==> src/design/ncd_dp_map.vh <==
// Opcode, reset, compare and BCD adjust constants for the nibble datapath.
`ifndef NCD_DP_MAP_VH
`define NCD_DP_MAP_VH
`define NCD_OP_CLEAR_WORK_REG 8'hC0
`define NCD_OP_CARRY_CLEAR 8'hE1
`define NCD_OP_CARRY_SET 8'hF1
`define NCD_OP_ONES_COMPLEMENT 8'hEB
`define NCD_OP_INC_WORK 8'h0E
`define NCD_OP_DEC_WORK 8'h0F
`define NCD_OP_ROTATE_LEFT 8'h01
`define NCD_OP_COPY_TO_EXT 8'h03
`define NCD_OP_SWAP_WITH_EXT 8'h0D
`define NCD_OP_MEM_PLUS_ONE 8'h2E
`define NCD_OP_MEM_MINUS_ONE 8'h2F
`define NCD_OP_ADD 8'h60
`define NCD_OP_ADD_CARRY 8'h20
`define NCD_OP_BCD_ADJ_ADD 8'hE6
`define NCD_OP_BCD_ADJ_SUB 8'hEA
`define NCD_OP_XOR_MEM 8'hF5
`define NCD_OP_AND_MEM 8'hE7
`define NCD_OP_OR_MEM 8'hE5
`define NCD_OP_COMPARE_MEM 8'hFB
`define NCD_OP_COMPARE_IMM 8'h2C
`define NCD_OP_PTR_LOW_CMP 8'h3C
`define NCD_OP_STORE 8'h02
`define NCD_OP_LOAD 8'h21
`define NCD_OP_SWAP_MEM 8'hA0
`define NCD_OP_SWAP_STEP_UP 8'hFE
`define NCD_OP_SWAP_STEP_DOWN 8'hFF
`define NCD_OP_ROM_TABLE_READ 8'h63
`define NCD_OPH_LOAD_IMM 4'hC
`define NCD_OPM_BIT_SET 6'h02
`define NCD_OPM_BIT_CLEAR 6'h0A
`define NCD_OPM_SWAP_XOR_HIGH 5'h14
`define NCD_CMP_IMM_MASK 4'hF
`define NCD_CMP_IMM_LOW 4'h0
`define NCD_BCD_ADD_VAL 4'h6
`define NCD_BCD_SUB_VAL 4'hA
`define NCD_RST_NIBBLE 4'h0
`define NCD_RST_FLAG 1'b0
`endif

==> src/design/ncd_datapath.v <==
// Accumulator, memory and compare datapath of a 4-bit controller core.
`timescale 1ns/100ps
`include "ncd_dp_map.vh"
// How it works
// - Complement work_reg, zero_bit from result
// - Rotate work_reg left through carry_bit
// - Copy work_reg into E, flags kept
// - Swap work_reg with E, flags kept
// - Set chosen bit of addressed nibble
// - Clear chosen bit of addressed nibble
// - Add memory to work_reg, both flags
// - Add memory plus carry, update carry
// - BCD adjust adds six or ten
// - XOR memory into work_reg, zero only
// - AND or OR memory, zero only
// - Memory compare sets carry and zero
// - Immediate compare, two bytes, same flags
// - Pointer-low compare, zero flag only
// - Load opcode immediate, update zero
// - Store work_reg to memory, flags kept
// - Load memory nibble, update zero
// - Swap memory, XOR pointer_high, zero
// - Swap memory, zero from old pointer_high
// - Swap memory, increment pointer_low, zero
// - Swap memory, decrement pointer_low, zero
// - Table read loads work_reg and E
module ncd_datapath #(
	parameter RAM_DEPTH = 256,
	parameter ROM_AW = 12
) (
	input wire core_clk,
	input wire rst,
	input wire op_valid,
	input wire [7:0] op_code,
	input wire [ROM_AW-1:0] pc_value,
	input wire [3:0] pointer_high_in,
	input wire [3:0] pointer_low_in,
	input wire pointer_load,
	input wire [7:0] rom_data,
	output reg op_ready,
	output reg [3:0] work_reg,
	output reg [3:0] ext_reg,
	output reg carry_bit,
	output reg zero_bit,
	output reg [3:0] pointer_high,
	output reg [3:0] pointer_low,
	output reg [ROM_AW-1:0] rom_addr,
	output reg rom_rd
);
	localparam ST_IDLE = 2'b00;
	localparam ST_SECOND = 2'b01;
	localparam ST_ROM = 2'b10;
	reg [1:0] state_r;
	reg [7:0] held_op_r;
	reg [3:0] mem_r [0:RAM_DEPTH-1];
	reg [3:0] ac_nxt;
	reg [3:0] e_nxt;
	reg c_nxt;
	reg z_nxt;
	reg [3:0] ph_nxt;
	reg [3:0] pl_nxt;
	reg [3:0] m_nxt;
	reg m_we;
	reg [1:0] state_nxt;
	reg [7:0] held_nxt;
	reg [4:0] sum5;
	reg [3:0] pl_t;
	wire [7:0] mem_addr = {pointer_high, pointer_low};
	wire [3:0] mem_q = mem_r[mem_addr];
	wire [3:0] bit_mask;
	genvar gi;
	// One decoder line per nibble bit picks the bit that set or clear touches.
	generate
		for (gi = 0; gi < 4; gi = gi + 1) begin : g_bit_sel
			localparam [1:0] SEL = gi;
			assign bit_mask[gi] = (op_code[1:0] == SEL);
		end
	endgenerate
	// Compare encoding: carry when memory is not above work_reg, zero on equality.
	function [1:0] cmp_flags;
		input [3:0] lhs;
		input [3:0] ac;
		begin
			cmp_flags = {(lhs <= ac), (lhs == ac)};
		end
	endfunction
	always @* begin
		ac_nxt = work_reg;
		e_nxt = ext_reg;
		c_nxt = carry_bit;
		z_nxt = zero_bit;
		ph_nxt = pointer_high;
		pl_nxt = pointer_low;
		m_nxt = mem_q;
		m_we = 1'b0;
		state_nxt = state_r;
		held_nxt = held_op_r;
		sum5 = 5'h00;
		pl_t = 4'h0;
		case (state_r)
		ST_IDLE: begin
			if (op_valid) begin
				if (op_code[7:4] == `NCD_OPH_LOAD_IMM) begin
					ac_nxt = op_code[3:0];
					z_nxt = (ac_nxt == 4'h0);
				end else if (op_code[7:2] == `NCD_OPM_BIT_SET) begin
					m_nxt = mem_q | bit_mask;
					m_we = 1'b1;
				end else if (op_code[7:2] == `NCD_OPM_BIT_CLEAR) begin
					m_nxt = mem_q & ~bit_mask;
					m_we = 1'b1;
				end else if (op_code[7:3] == `NCD_OPM_SWAP_XOR_HIGH) begin
					// The plain swap shares this pattern with a zero field.
					ac_nxt = mem_q;
					m_nxt = work_reg;
					m_we = 1'b1;
					ph_nxt = pointer_high ^ {1'b0, op_code[2:0]};
					z_nxt = (ph_nxt == 4'h0);
					state_nxt = ST_SECOND;
				end else begin
					case (op_code)
					`NCD_OP_CLEAR_WORK_REG: begin
						ac_nxt = 4'h0;
						z_nxt = 1'b1;
					end
					`NCD_OP_CARRY_CLEAR: begin
						c_nxt = 1'b0;
					end
					`NCD_OP_CARRY_SET: begin
						c_nxt = 1'b1;
					end
					`NCD_OP_ONES_COMPLEMENT: begin
						ac_nxt = ~work_reg;
						z_nxt = (ac_nxt == 4'h0);
					end
					// Carry is the fifth bit, so it reads as borrow on a decrement.
					`NCD_OP_INC_WORK, `NCD_OP_DEC_WORK: begin
						sum5 = op_code[0] ? ({1'b0, work_reg} - 5'h01)
							: ({1'b0, work_reg} + 5'h01);
						ac_nxt = sum5[3:0];
						c_nxt = sum5[4];
						z_nxt = (sum5[3:0] == 4'h0);
					end
					`NCD_OP_MEM_PLUS_ONE, `NCD_OP_MEM_MINUS_ONE: begin
						sum5 = op_code[0] ? ({1'b0, mem_q} - 5'h01)
							: ({1'b0, mem_q} + 5'h01);
						m_nxt = sum5[3:0];
						m_we = 1'b1;
						c_nxt = sum5[4];
						z_nxt = (sum5[3:0] == 4'h0);
					end
					`NCD_OP_ROTATE_LEFT: begin
						ac_nxt = {work_reg[2:0], carry_bit};
						c_nxt = work_reg[3];
						z_nxt = (ac_nxt == 4'h0);
					end
					`NCD_OP_COPY_TO_EXT: begin
						e_nxt = work_reg;
					end
					`NCD_OP_SWAP_WITH_EXT: begin
						ac_nxt = ext_reg;
						e_nxt = work_reg;
					end
					`NCD_OP_ADD: begin
						sum5 = {1'b0, work_reg} + {1'b0, mem_q};
						ac_nxt = sum5[3:0];
						c_nxt = sum5[4];
						z_nxt = (sum5[3:0] == 4'h0);
					end
					// Add with carry leaves the zero flag as it was.
					`NCD_OP_ADD_CARRY: begin
						sum5 = {1'b0, work_reg} + {1'b0, mem_q} + {4'h0, carry_bit};
						ac_nxt = sum5[3:0];
						c_nxt = sum5[4];
					end
					`NCD_OP_BCD_ADJ_ADD: begin
						ac_nxt = work_reg + `NCD_BCD_ADD_VAL;
						z_nxt = (ac_nxt == 4'h0);
					end
					// The subtract adjust touches no flag; software tests carry first.
					`NCD_OP_BCD_ADJ_SUB: begin
						ac_nxt = work_reg + `NCD_BCD_SUB_VAL;
					end
					`NCD_OP_XOR_MEM: begin
						ac_nxt = work_reg ^ mem_q;
						z_nxt = (ac_nxt == 4'h0);
					end
					`NCD_OP_AND_MEM: begin
						ac_nxt = work_reg & mem_q;
						z_nxt = (ac_nxt == 4'h0);
					end
					`NCD_OP_OR_MEM: begin
						ac_nxt = work_reg | mem_q;
						z_nxt = (ac_nxt == 4'h0);
					end
					`NCD_OP_COMPARE_MEM: begin
						{c_nxt, z_nxt} = cmp_flags(mem_q, work_reg);
					end
					// Immediate compares wait for their second byte before any flag moves.
					`NCD_OP_COMPARE_IMM, `NCD_OP_PTR_LOW_CMP: begin
						held_nxt = op_code;
						state_nxt = ST_SECOND;
					end
					`NCD_OP_STORE: begin
						m_nxt = work_reg;
						m_we = 1'b1;
					end
					`NCD_OP_LOAD: begin
						ac_nxt = mem_q;
						z_nxt = (ac_nxt == 4'h0);
					end
					`NCD_OP_SWAP_STEP_UP, `NCD_OP_SWAP_STEP_DOWN: begin
						ac_nxt = mem_q;
						m_nxt = work_reg;
						m_we = 1'b1;
						pl_t = op_code[0] ? (pointer_low - 4'h1)
							: (pointer_low + 4'h1);
						pl_nxt = pl_t;
						z_nxt = (pl_t == 4'h0);
						state_nxt = ST_SECOND;
					end
					`NCD_OP_ROM_TABLE_READ: begin
						state_nxt = ST_SECOND;
					end
					default: ;
					endcase
					held_nxt = op_code;
				end
				if (op_code[7:3] == `NCD_OPM_SWAP_XOR_HIGH)
					held_nxt = op_code;
			end
		end
		ST_SECOND: begin
			// Second cycle: immediate byte for compares; table read raises the ROM strobe for the third cycle.
			state_nxt = ST_IDLE;
			if (held_op_r == `NCD_OP_COMPARE_IMM && op_valid) begin
				{c_nxt, z_nxt} = cmp_flags(op_code[3:0], work_reg);
			end else if (held_op_r == `NCD_OP_PTR_LOW_CMP && op_valid) begin
				z_nxt = (pointer_low == op_code[3:0]);
			end else if (held_op_r == `NCD_OP_ROM_TABLE_READ) begin
				state_nxt = ST_ROM;
			end
		end
		ST_ROM: begin
			ac_nxt = rom_data[3:0];
			e_nxt = rom_data[7:4];
			state_nxt = ST_IDLE;
		end
		default: state_nxt = ST_IDLE;
		endcase
		// A pointer load only lands between instructions, so it never races a swap.
		if (pointer_load && state_r == ST_IDLE && !op_valid) begin
			ph_nxt = pointer_high_in;
			pl_nxt = pointer_low_in;
		end
	end
	// RAM has no reset; software must write a nibble before reading it.
	// Leaving it unreset keeps the array free of a wide reset tree.
	always @(posedge core_clk) begin
		if (m_we)
			mem_r[mem_addr] <= m_nxt;
	end
	always @(posedge core_clk or posedge rst) begin
		if (rst) begin
			state_r <= ST_IDLE;
			held_op_r <= 8'h00;
			work_reg <= `NCD_RST_NIBBLE;
			ext_reg <= `NCD_RST_NIBBLE;
			carry_bit <= `NCD_RST_FLAG;
			zero_bit <= `NCD_RST_FLAG;
			pointer_high <= `NCD_RST_NIBBLE;
			pointer_low <= `NCD_RST_NIBBLE;
			op_ready <= 1'b0;
		end else begin
			state_r <= state_nxt;
			held_op_r <= held_nxt;
			work_reg <= ac_nxt;
			ext_reg <= e_nxt;
			carry_bit <= c_nxt;
			zero_bit <= z_nxt;
			pointer_high <= ph_nxt;
			pointer_low <= pl_nxt;
			op_ready <= (state_nxt == ST_IDLE);
		end
	end
	// The ROM strobe and address are registered so the fetch sees a clean pulse.
	// The address holds after the strobe drops, which lets slow ROM models settle.
	always @(posedge core_clk or posedge rst) begin
		if (rst) begin
			rom_addr <= {ROM_AW{1'b0}};
			rom_rd <= 1'b0;
		end else begin
			rom_rd <= (state_nxt == ST_ROM);
			if (state_nxt == ST_ROM)
				rom_addr <= {pc_value[ROM_AW-1:8], ext_reg, work_reg};
		end
	end
endmodule // ncd_datapath

==> config.mk <==
export PLATFORM = sky130hd
export DESIGN_NAME = ncd_datapath
export DESIGN_NICKNAME = d
export VERILOG_FILES = /design/src/design/ncd_datapath.v
export VERILOG_INCLUDE_DIRS = /design/src /design/src/design
export SDC_FILE = /design/constraint.sdc
export NUM_CORES = 1
export LEC_CHECK = 0
export BUFFER_PORTS_ARGS = -buffer_cell sky130_fd_sc_hd__buf_2
export CORE_MARGIN = 4
export CORE_UTILIZATION = 45
export CTS_CLUSTER_DIAMETER = 200
export CTS_CLUSTER_SIZE = 16
export DETAILED_ROUTE_END_ITERATION = 12
export HOLD_SLACK_MARGIN = 0.03
export PLACE_DENSITY = 0.63
export SETUP_SLACK_MARGIN = 0.5
export SYNTH_ARGS = -nofsm -noshare
export SYNTH_HDL_FRONTEND = slang
export SYNTH_SLANG_ARGS = --single-unit
export TNS_END_PERCENT = 20
==> constraint.sdc <==
create_clock -name core_clk -period 12 [get_ports core_clk]
set_input_delay 0 -clock core_clk [delete_from_list [all_inputs] [get_ports core_clk]]
set_output_delay 0 -clock core_clk [all_outputs]
set_load 0.005 [all_outputs]
==> results.toml, run 1 <==
[status]
status = "completed"

[detailed_routing]
ant_nets = 0
wl_um = 118900
vias = 24780
drt_iter0_drc = 3118
wl_per_cell_um = 30.18
drc = 0
dr.pass1.iters = 6
drt-vias-per-instance = 6.292

[clock_network]
cts_tree = "done"
cts_root_buf = "clkbuf_16"
cts_max_path_buffers = 3
cts_setup_buffers = 0
clkTransAtPathRegs_ps = 80
cts.repair.resized = 0
postCtsHoldBufs = 43
tritoncts.num_buffers = 76
cts.sink_count = 1066
cts.htree.levels = 3
clk_latency_ps = 660

[floorplanning]
coreArea_um2 = 100100
fp.dieH_um = 325.9
fp-row-count = 116
die_w_um = 325.9
start_util = 0.4540
pin_count = 72
fp.dieArea_um2 = 106200

[global_routing]
grt_usage = 0.2220
grt_overflow = 0
grt-busiest-layer = "met2"
grt_pass1_vias = 24790
use_met3 = 0.04260
grt_pass1_wl_um = 174400
met2_usage = 0.3479
gr-usage-met1 = 0.3230
grt_max_degree = 257
antenna_found_initial = 1

[timing]
max_freq_ghz = 0.1304
setup_viol = 0
setup_slack_ps = 4329
hold_violations = 0
finClkSkew_ps = 41.96
drv_slew = 0
period_minus_slack_ps = 7671
rsz0062_at_grt = "no"
final.period_utilization = 0.6392
worst_pin_slew_ps = 1264
relSlewSlack = 0.1551
tns_ps = 0

[cells_and_area]
drive_gt1_frac = 0.1502
largest_reg_flops = 1024
regMostFlops = "mem_r"
area_growth_pct = 7.840
fin_cells = 3938
reg_top3 = "mem_r (1024), rom_addr (12), held_op_r (8)"
final_nets = 2705

[placement]
dp.cells = 3805
hpwl_um = 70880
port_buffers = 63
pre_cts_ws_ps = 4472
gp_congestion = 0.8985

[yosys]
synth_edf_count = 1024
yosysWarnings = 0
syn_inst = 2554
yosys_register_bits = 1066
synth-main-ff-cell = "edfxtp_1"
synth_area_um2 = 45470
ys_top_cells_by_area = "edfxtp_1, mux4_2, mux4_1"
synth.largest_area_cell = "edfxtp_1"
ys_top_cells_by_count = "edfxtp_1, nor2_1, mux4_2"
synth_top_area_share = 0.6763
synth-seq-area-share = 0.6994
async_flop_share = 0.03940
avgSynthCellArea_um2 = 17.80
yosysMostFrequentCell = "edfxtp_1"
syn_nets = 2631
netlist-cell-type-count = 100

[critical_path]
slowest_delay_ps = 970
worst-path-max-fanout = 73
path_buf_inv = 4
critPathSlowestCell = "dfrtp_4"
regToRegSetupSlack_ps = 4330
crit_family = "buffers and inverters"
crit_required_ps = 12330
cp.arrival_ps = 8000
rr_startpoint = "pointer_low[0]"
crit_start = "pointer_low[0]"
cp-end-kind = "flip-flop"
crit_top_cell = "buf_4"
startpoint_type = "flip-flop"
cp_cell_sequence = "buf_4 -> mux4_2 -> nand2_1 -> a21oi_1 -> o21ai_0 -> or4_1 -> and4_1 -> inv_2 -> fa_1 -> xnor2_1 -> o21ai_0 -> a211o_4 -> buf_4 -> buf_4"
critical_path_class = "reg -> reg"

[power_and_ir_drop]
p_switching_uw = 2420
swShare = 0.2802
totalPowerFinal_uw = 8637
cell_internal_pwr_uw = 6216
pwr_density_cell_nw_per_um2 = 176.1
ir_worst_vdd_uv = 217.3
p_clk_frac = 0.275
seqPwrFrac = 0.537
power.leakage_uw = 0.01591
p_comb_frac = 0.188

[run]
maxCapViolCount = 0

[min_path]
hold_class = "in -> reg"
holdCritStartpoint = "pc_value[11]"
-- metal layers --
layer  share of wire  vias up
li1                -    10410
met1            0.41    12910
met2            0.46     1267
met3           0.095      189
met4           0.026        0
met5               0        -
-- cells by family (layout without fill, tap and decap cells) --
group,Yosys count,in the layout,share of synthesized area
muxes,345,345,0.1479
buffers and inverters,183,266,0.03214
and+or+nand+nor,631,631,0.06247
adders and majority gates,37,37,0.01068
DFF,1066,1066,0.6994
AOI/OAI and AO/OA,271,271,0.04342
xor gates and xnor gates,21,21,0.004045
other,0,3,0
-- per-stage QoR --
step | utilization | instance area [µm²] | hold WS [ps]
2_1_floorplan | - | 45480 | 105.4
3_3_place_gp | 0.4651 | 46580 | 208.1
3_5_place_dp | 0.4651 | 46580 | 201.2
4_1_cts | 0.4895 | 49030 | 36.07
5_1_grt | 0.4895 | 49030 | 70.10
6_report | 0.4896 | 49030 | 84.58
-- worst min-delay path, delay by kind of cell --
family / cells / cell delay (ps)
and+or+nand+nor: 2 / 90
buffers and inverters: 2 / 620
-- power by group through the flow --
stage	Sequential [µW]	Clock, µW	Combinational (µW)
finish	4640	2370	1620
CTS	4630	2410	1620
global route	4640	2560	1730
floorplan	4830	0	1020
global placement	4710	0	1540
detailed placement	4720	0	1610
-- layout make-up --
| type | count | area [µm²] |
|---|---|---|
| Tap cell | 1298 | 1624 |
| Clock buffer | 85 | 1999 |
| Timing Repair Buffer | 154 | 1169 |
| Antenna cell | 3 | 7.507 |
| Sequential cell | 1066 | 31810 |
| Fill cell | 8182 | 51110 |
| Inverter | 25 | 101.3 |
| Multi-Input combinational cell | 1305 | 12300 |
| Clock inverter | 2 | 17.52 |
-- worst paths after layout --
check / to / depth (start not counted)
setup / recovery: mem_r[206][2] / 14
hold / removal: rom_addr[11] / 4
setup reg to reg: mem_r[206][2] / 14
hold reg to reg: rom_addr[5] / 2
max in group asynchronous: pointer_low[0] / 3
min in group asynchronous: held_op_r[2] / 3
-- placed cells by master, fill, tap and decap left out, types with 11 or more instances in the layout --
cell and count:
o21ai_0 30, inv_1 19, buf_4 43, dfrtp_1 37
nand2_1 130, dlygate4sd3_1 43, xnor2_1 13, a221oi_1 11
nor2_1 306, edfxtp_1 1024, ha_1 34, mux2i_1 105
a21oi_1 48, nand3_1 35, nor2b_1 15, nand4_1 16
mux4_2 145, mux4_1 89, nor3_1 26, a22oi_1 67
buf_2 63, nor4_1 16, clkbuf_16 79
No activity file was read; power rests on OpenSTA's default activity.
==> inputs of run 2 (changes only) <==
==> constraint.sdc (replaced) <==
create_clock -name core_clk -period 6.5 [get_ports core_clk]
set_input_delay 0 -clock core_clk [delete_from_list [all_inputs] [get_ports core_clk]]
set_output_delay 0 -clock core_clk [all_outputs]
set_load 0.005 [all_outputs]
==> results.toml, run 2 (synthesis results as in run 1) <==
[cells_and_area]
final_common_cell = "edfxtp_1"
multiInputGateArea_um2 = 12310
diodes = 0
area_growth_pct = 9.007
largest_reg_flops = 1024
final_nets = 2754
final_util = 0.4949
fin_cells = 3983
fillers = 8144
regMostFlops = "mem_r"
final_cell_mix = "edfxtp_1, nor2_1, mux4_2"
reg_top3 = "mem_r (1024), rom_addr (12), held_op_r (8)"
drive_gt1_frac = 0.1676
regArea_um2 = 31810

[timing]
tns_ps = 0
worst_hold_slack_ps = 87.50
relSlewSlack = 0.2047
worst_pin_slew_ps = 1183
drv_slew = 0
max_freq_ghz = 0.1754
rsz0062_at_grt = "no"
period_minus_slack_ps = 5703
hold_violations = 0
setup_viol = 0
final.period_utilization = 0.8773
finClkSkew_ps = 25.99

[global_routing]
grt_overflow = 0
grt_pass1_vias = 25370
grt_max_degree = 137
antenna_found_initial = 0
grt_pass1_wl_um = 176900
grt_usage = 0.2260

[critical_path]
slowest_delay_ps = 740
cp.arrival_ps = 6160
path_buf_inv = 4
cp_cell_sequence = "buf_12 -> mux4_1 -> mux4_2 -> and3_1 -> o31ai_1 -> nand4_1 -> nand3_2 -> inv_1 -> ha_1 -> nor4_1 -> o211ai_2 -> o211ai_4 -> buf_12 -> buf_12"
cp-end-kind = "flip-flop"
startpoint_type = "flip-flop"
crit_top_cell = "buf_12"
critPathSlowestCell = "dfrtp_4"
crit_required_ps = 6960
regToRegSetupSlack_ps = 800
critical_path_class = "reg -> reg"
crit_family = "simple AND/OR/NAND/NOR gates"
worst-path-max-fanout = 67

[clock_network]
clk_latency_ps = 650
tritoncts.num_buffers = 76
cts_tree = "done"
cts.sink_count = 1066
cts_root_buf = "clkbuf_16"
cts.htree.levels = 3
clkTransAtPathRegs_ps = 80
cts_max_path_buffers = 3

[detailed_routing]
wl_um = 121300
vias = 25180
dr.pass1.iters = 5
ant_nets = 0
drt_iter0_drc = 3184
wl_per_cell_um = 30.45
drc = 0
drt-vias-per-instance = 6.323

[power_and_ir_drop]
swShare = 0.2812
pwr_density_cell_nw_per_um2 = 324.9
cell_internal_pwr_uw = 11580
seqPwrFrac = 0.529
ir_worst_vdd_uv = 315.6
p_switching_uw = 4527
power.leakage_uw = 0.01622
p_clk_frac = 0.267
p_comb_frac = 0.204

[floorplanning]
fp-row-count = 116
coreArea_um2 = 100100
die_w_um = 325.9
start_util = 0.4540
fp.dieArea_um2 = 106200
fp.dieH_um = 325.9
pin_count = 72

[status]
status = "completed"

[placement]
gp_congestion = 0.8841
hpwl_um = 77760
dp.cells = 3858
port_buffers = 63

[min_path]
hold_class = "in -> reg"

[run]
maxCapViolCount = 0
run 2: changes by cell type in the layout (fill, tap and decap cells not counted), moves of 2 or more:
cell,previous run,this run
buf_12,5,22
buf_4,43,80
clkbuf_16,79,77
diode_2,3,0
dlygate4sd3_1,43,38
run 2: layout make-up:
class                   instances  share of cell area
multi-input cells            1305              0.2484
repair buffers                203             0.03504
flip-flops and latches       1066              0.6419
well taps                    1298             0.03277
clock inverters                 3           0.0005301
clock buffers                  83             0.03933
inverters                      25            0.002045
run 2: power groups by stage:
stage / Clock, µW / Sequential (µW) / Combinational, µW
5_1_grt: 4640 / 8520 / 3480
3_3_place_gp: 0 / 8670 / 3120
6_report: 4300 / 8520 / 3280
3_5_place_dp: 0 / 8680 / 3230
2_1_floorplan: 0 / 8780 / 1900
4_1_cts: 4380 / 8520 / 3250
run 2: worst paths after layout:
kind	from	to	depth (start not counted)
worst min register to register	rom_addr[5]	rom_addr[5]	2
worst max-delay path	pointer_low[0]	mem_r[149][3]	14
worst max register to register	pointer_low[0]	mem_r[149][3]	14
max in group asynchronous	rst	pointer_low[1]	3
min in group asynchronous	rst	held_op_r[1]	3
worst min-delay path	pc_value[9]	rom_addr[9]	4
run 2: stage by stage:
stage / worst slack [ps] / total power, µW / cell area (µm²)
finish: 797.2 / 16100 / 49560
global route: 584.9 / 16640 / 49560
CTS: 569.5 / 16160 / 49540
detailed placement: 591.5 / 11910 / 47180
global placement: 655.1 / 11800 / 47180
floorplan: -567.7 / 10670 / 45510
run 2: metal layers:
metal  global-route usage  part of all wire  wire, µm
met5                    0                 0         0
met4              0.06251             0.030      3597
met3              0.04984             0.095     11490
met2               0.3589              0.47     57090
met1               0.3182              0.40     49120
run 2: timing repair:
item,in CTS,in global routing
resized for setup,0,2
hold buffers,38,0
setup endpoints to repair,0,99
hold endpoints to repair,71,0
buffers inserted,0,1
run 2: worst min-delay path: stages:
cell	delay (ps)
dlygate4sd3_1	530
buf_2	100
nand2_1	40
nand2_1	50
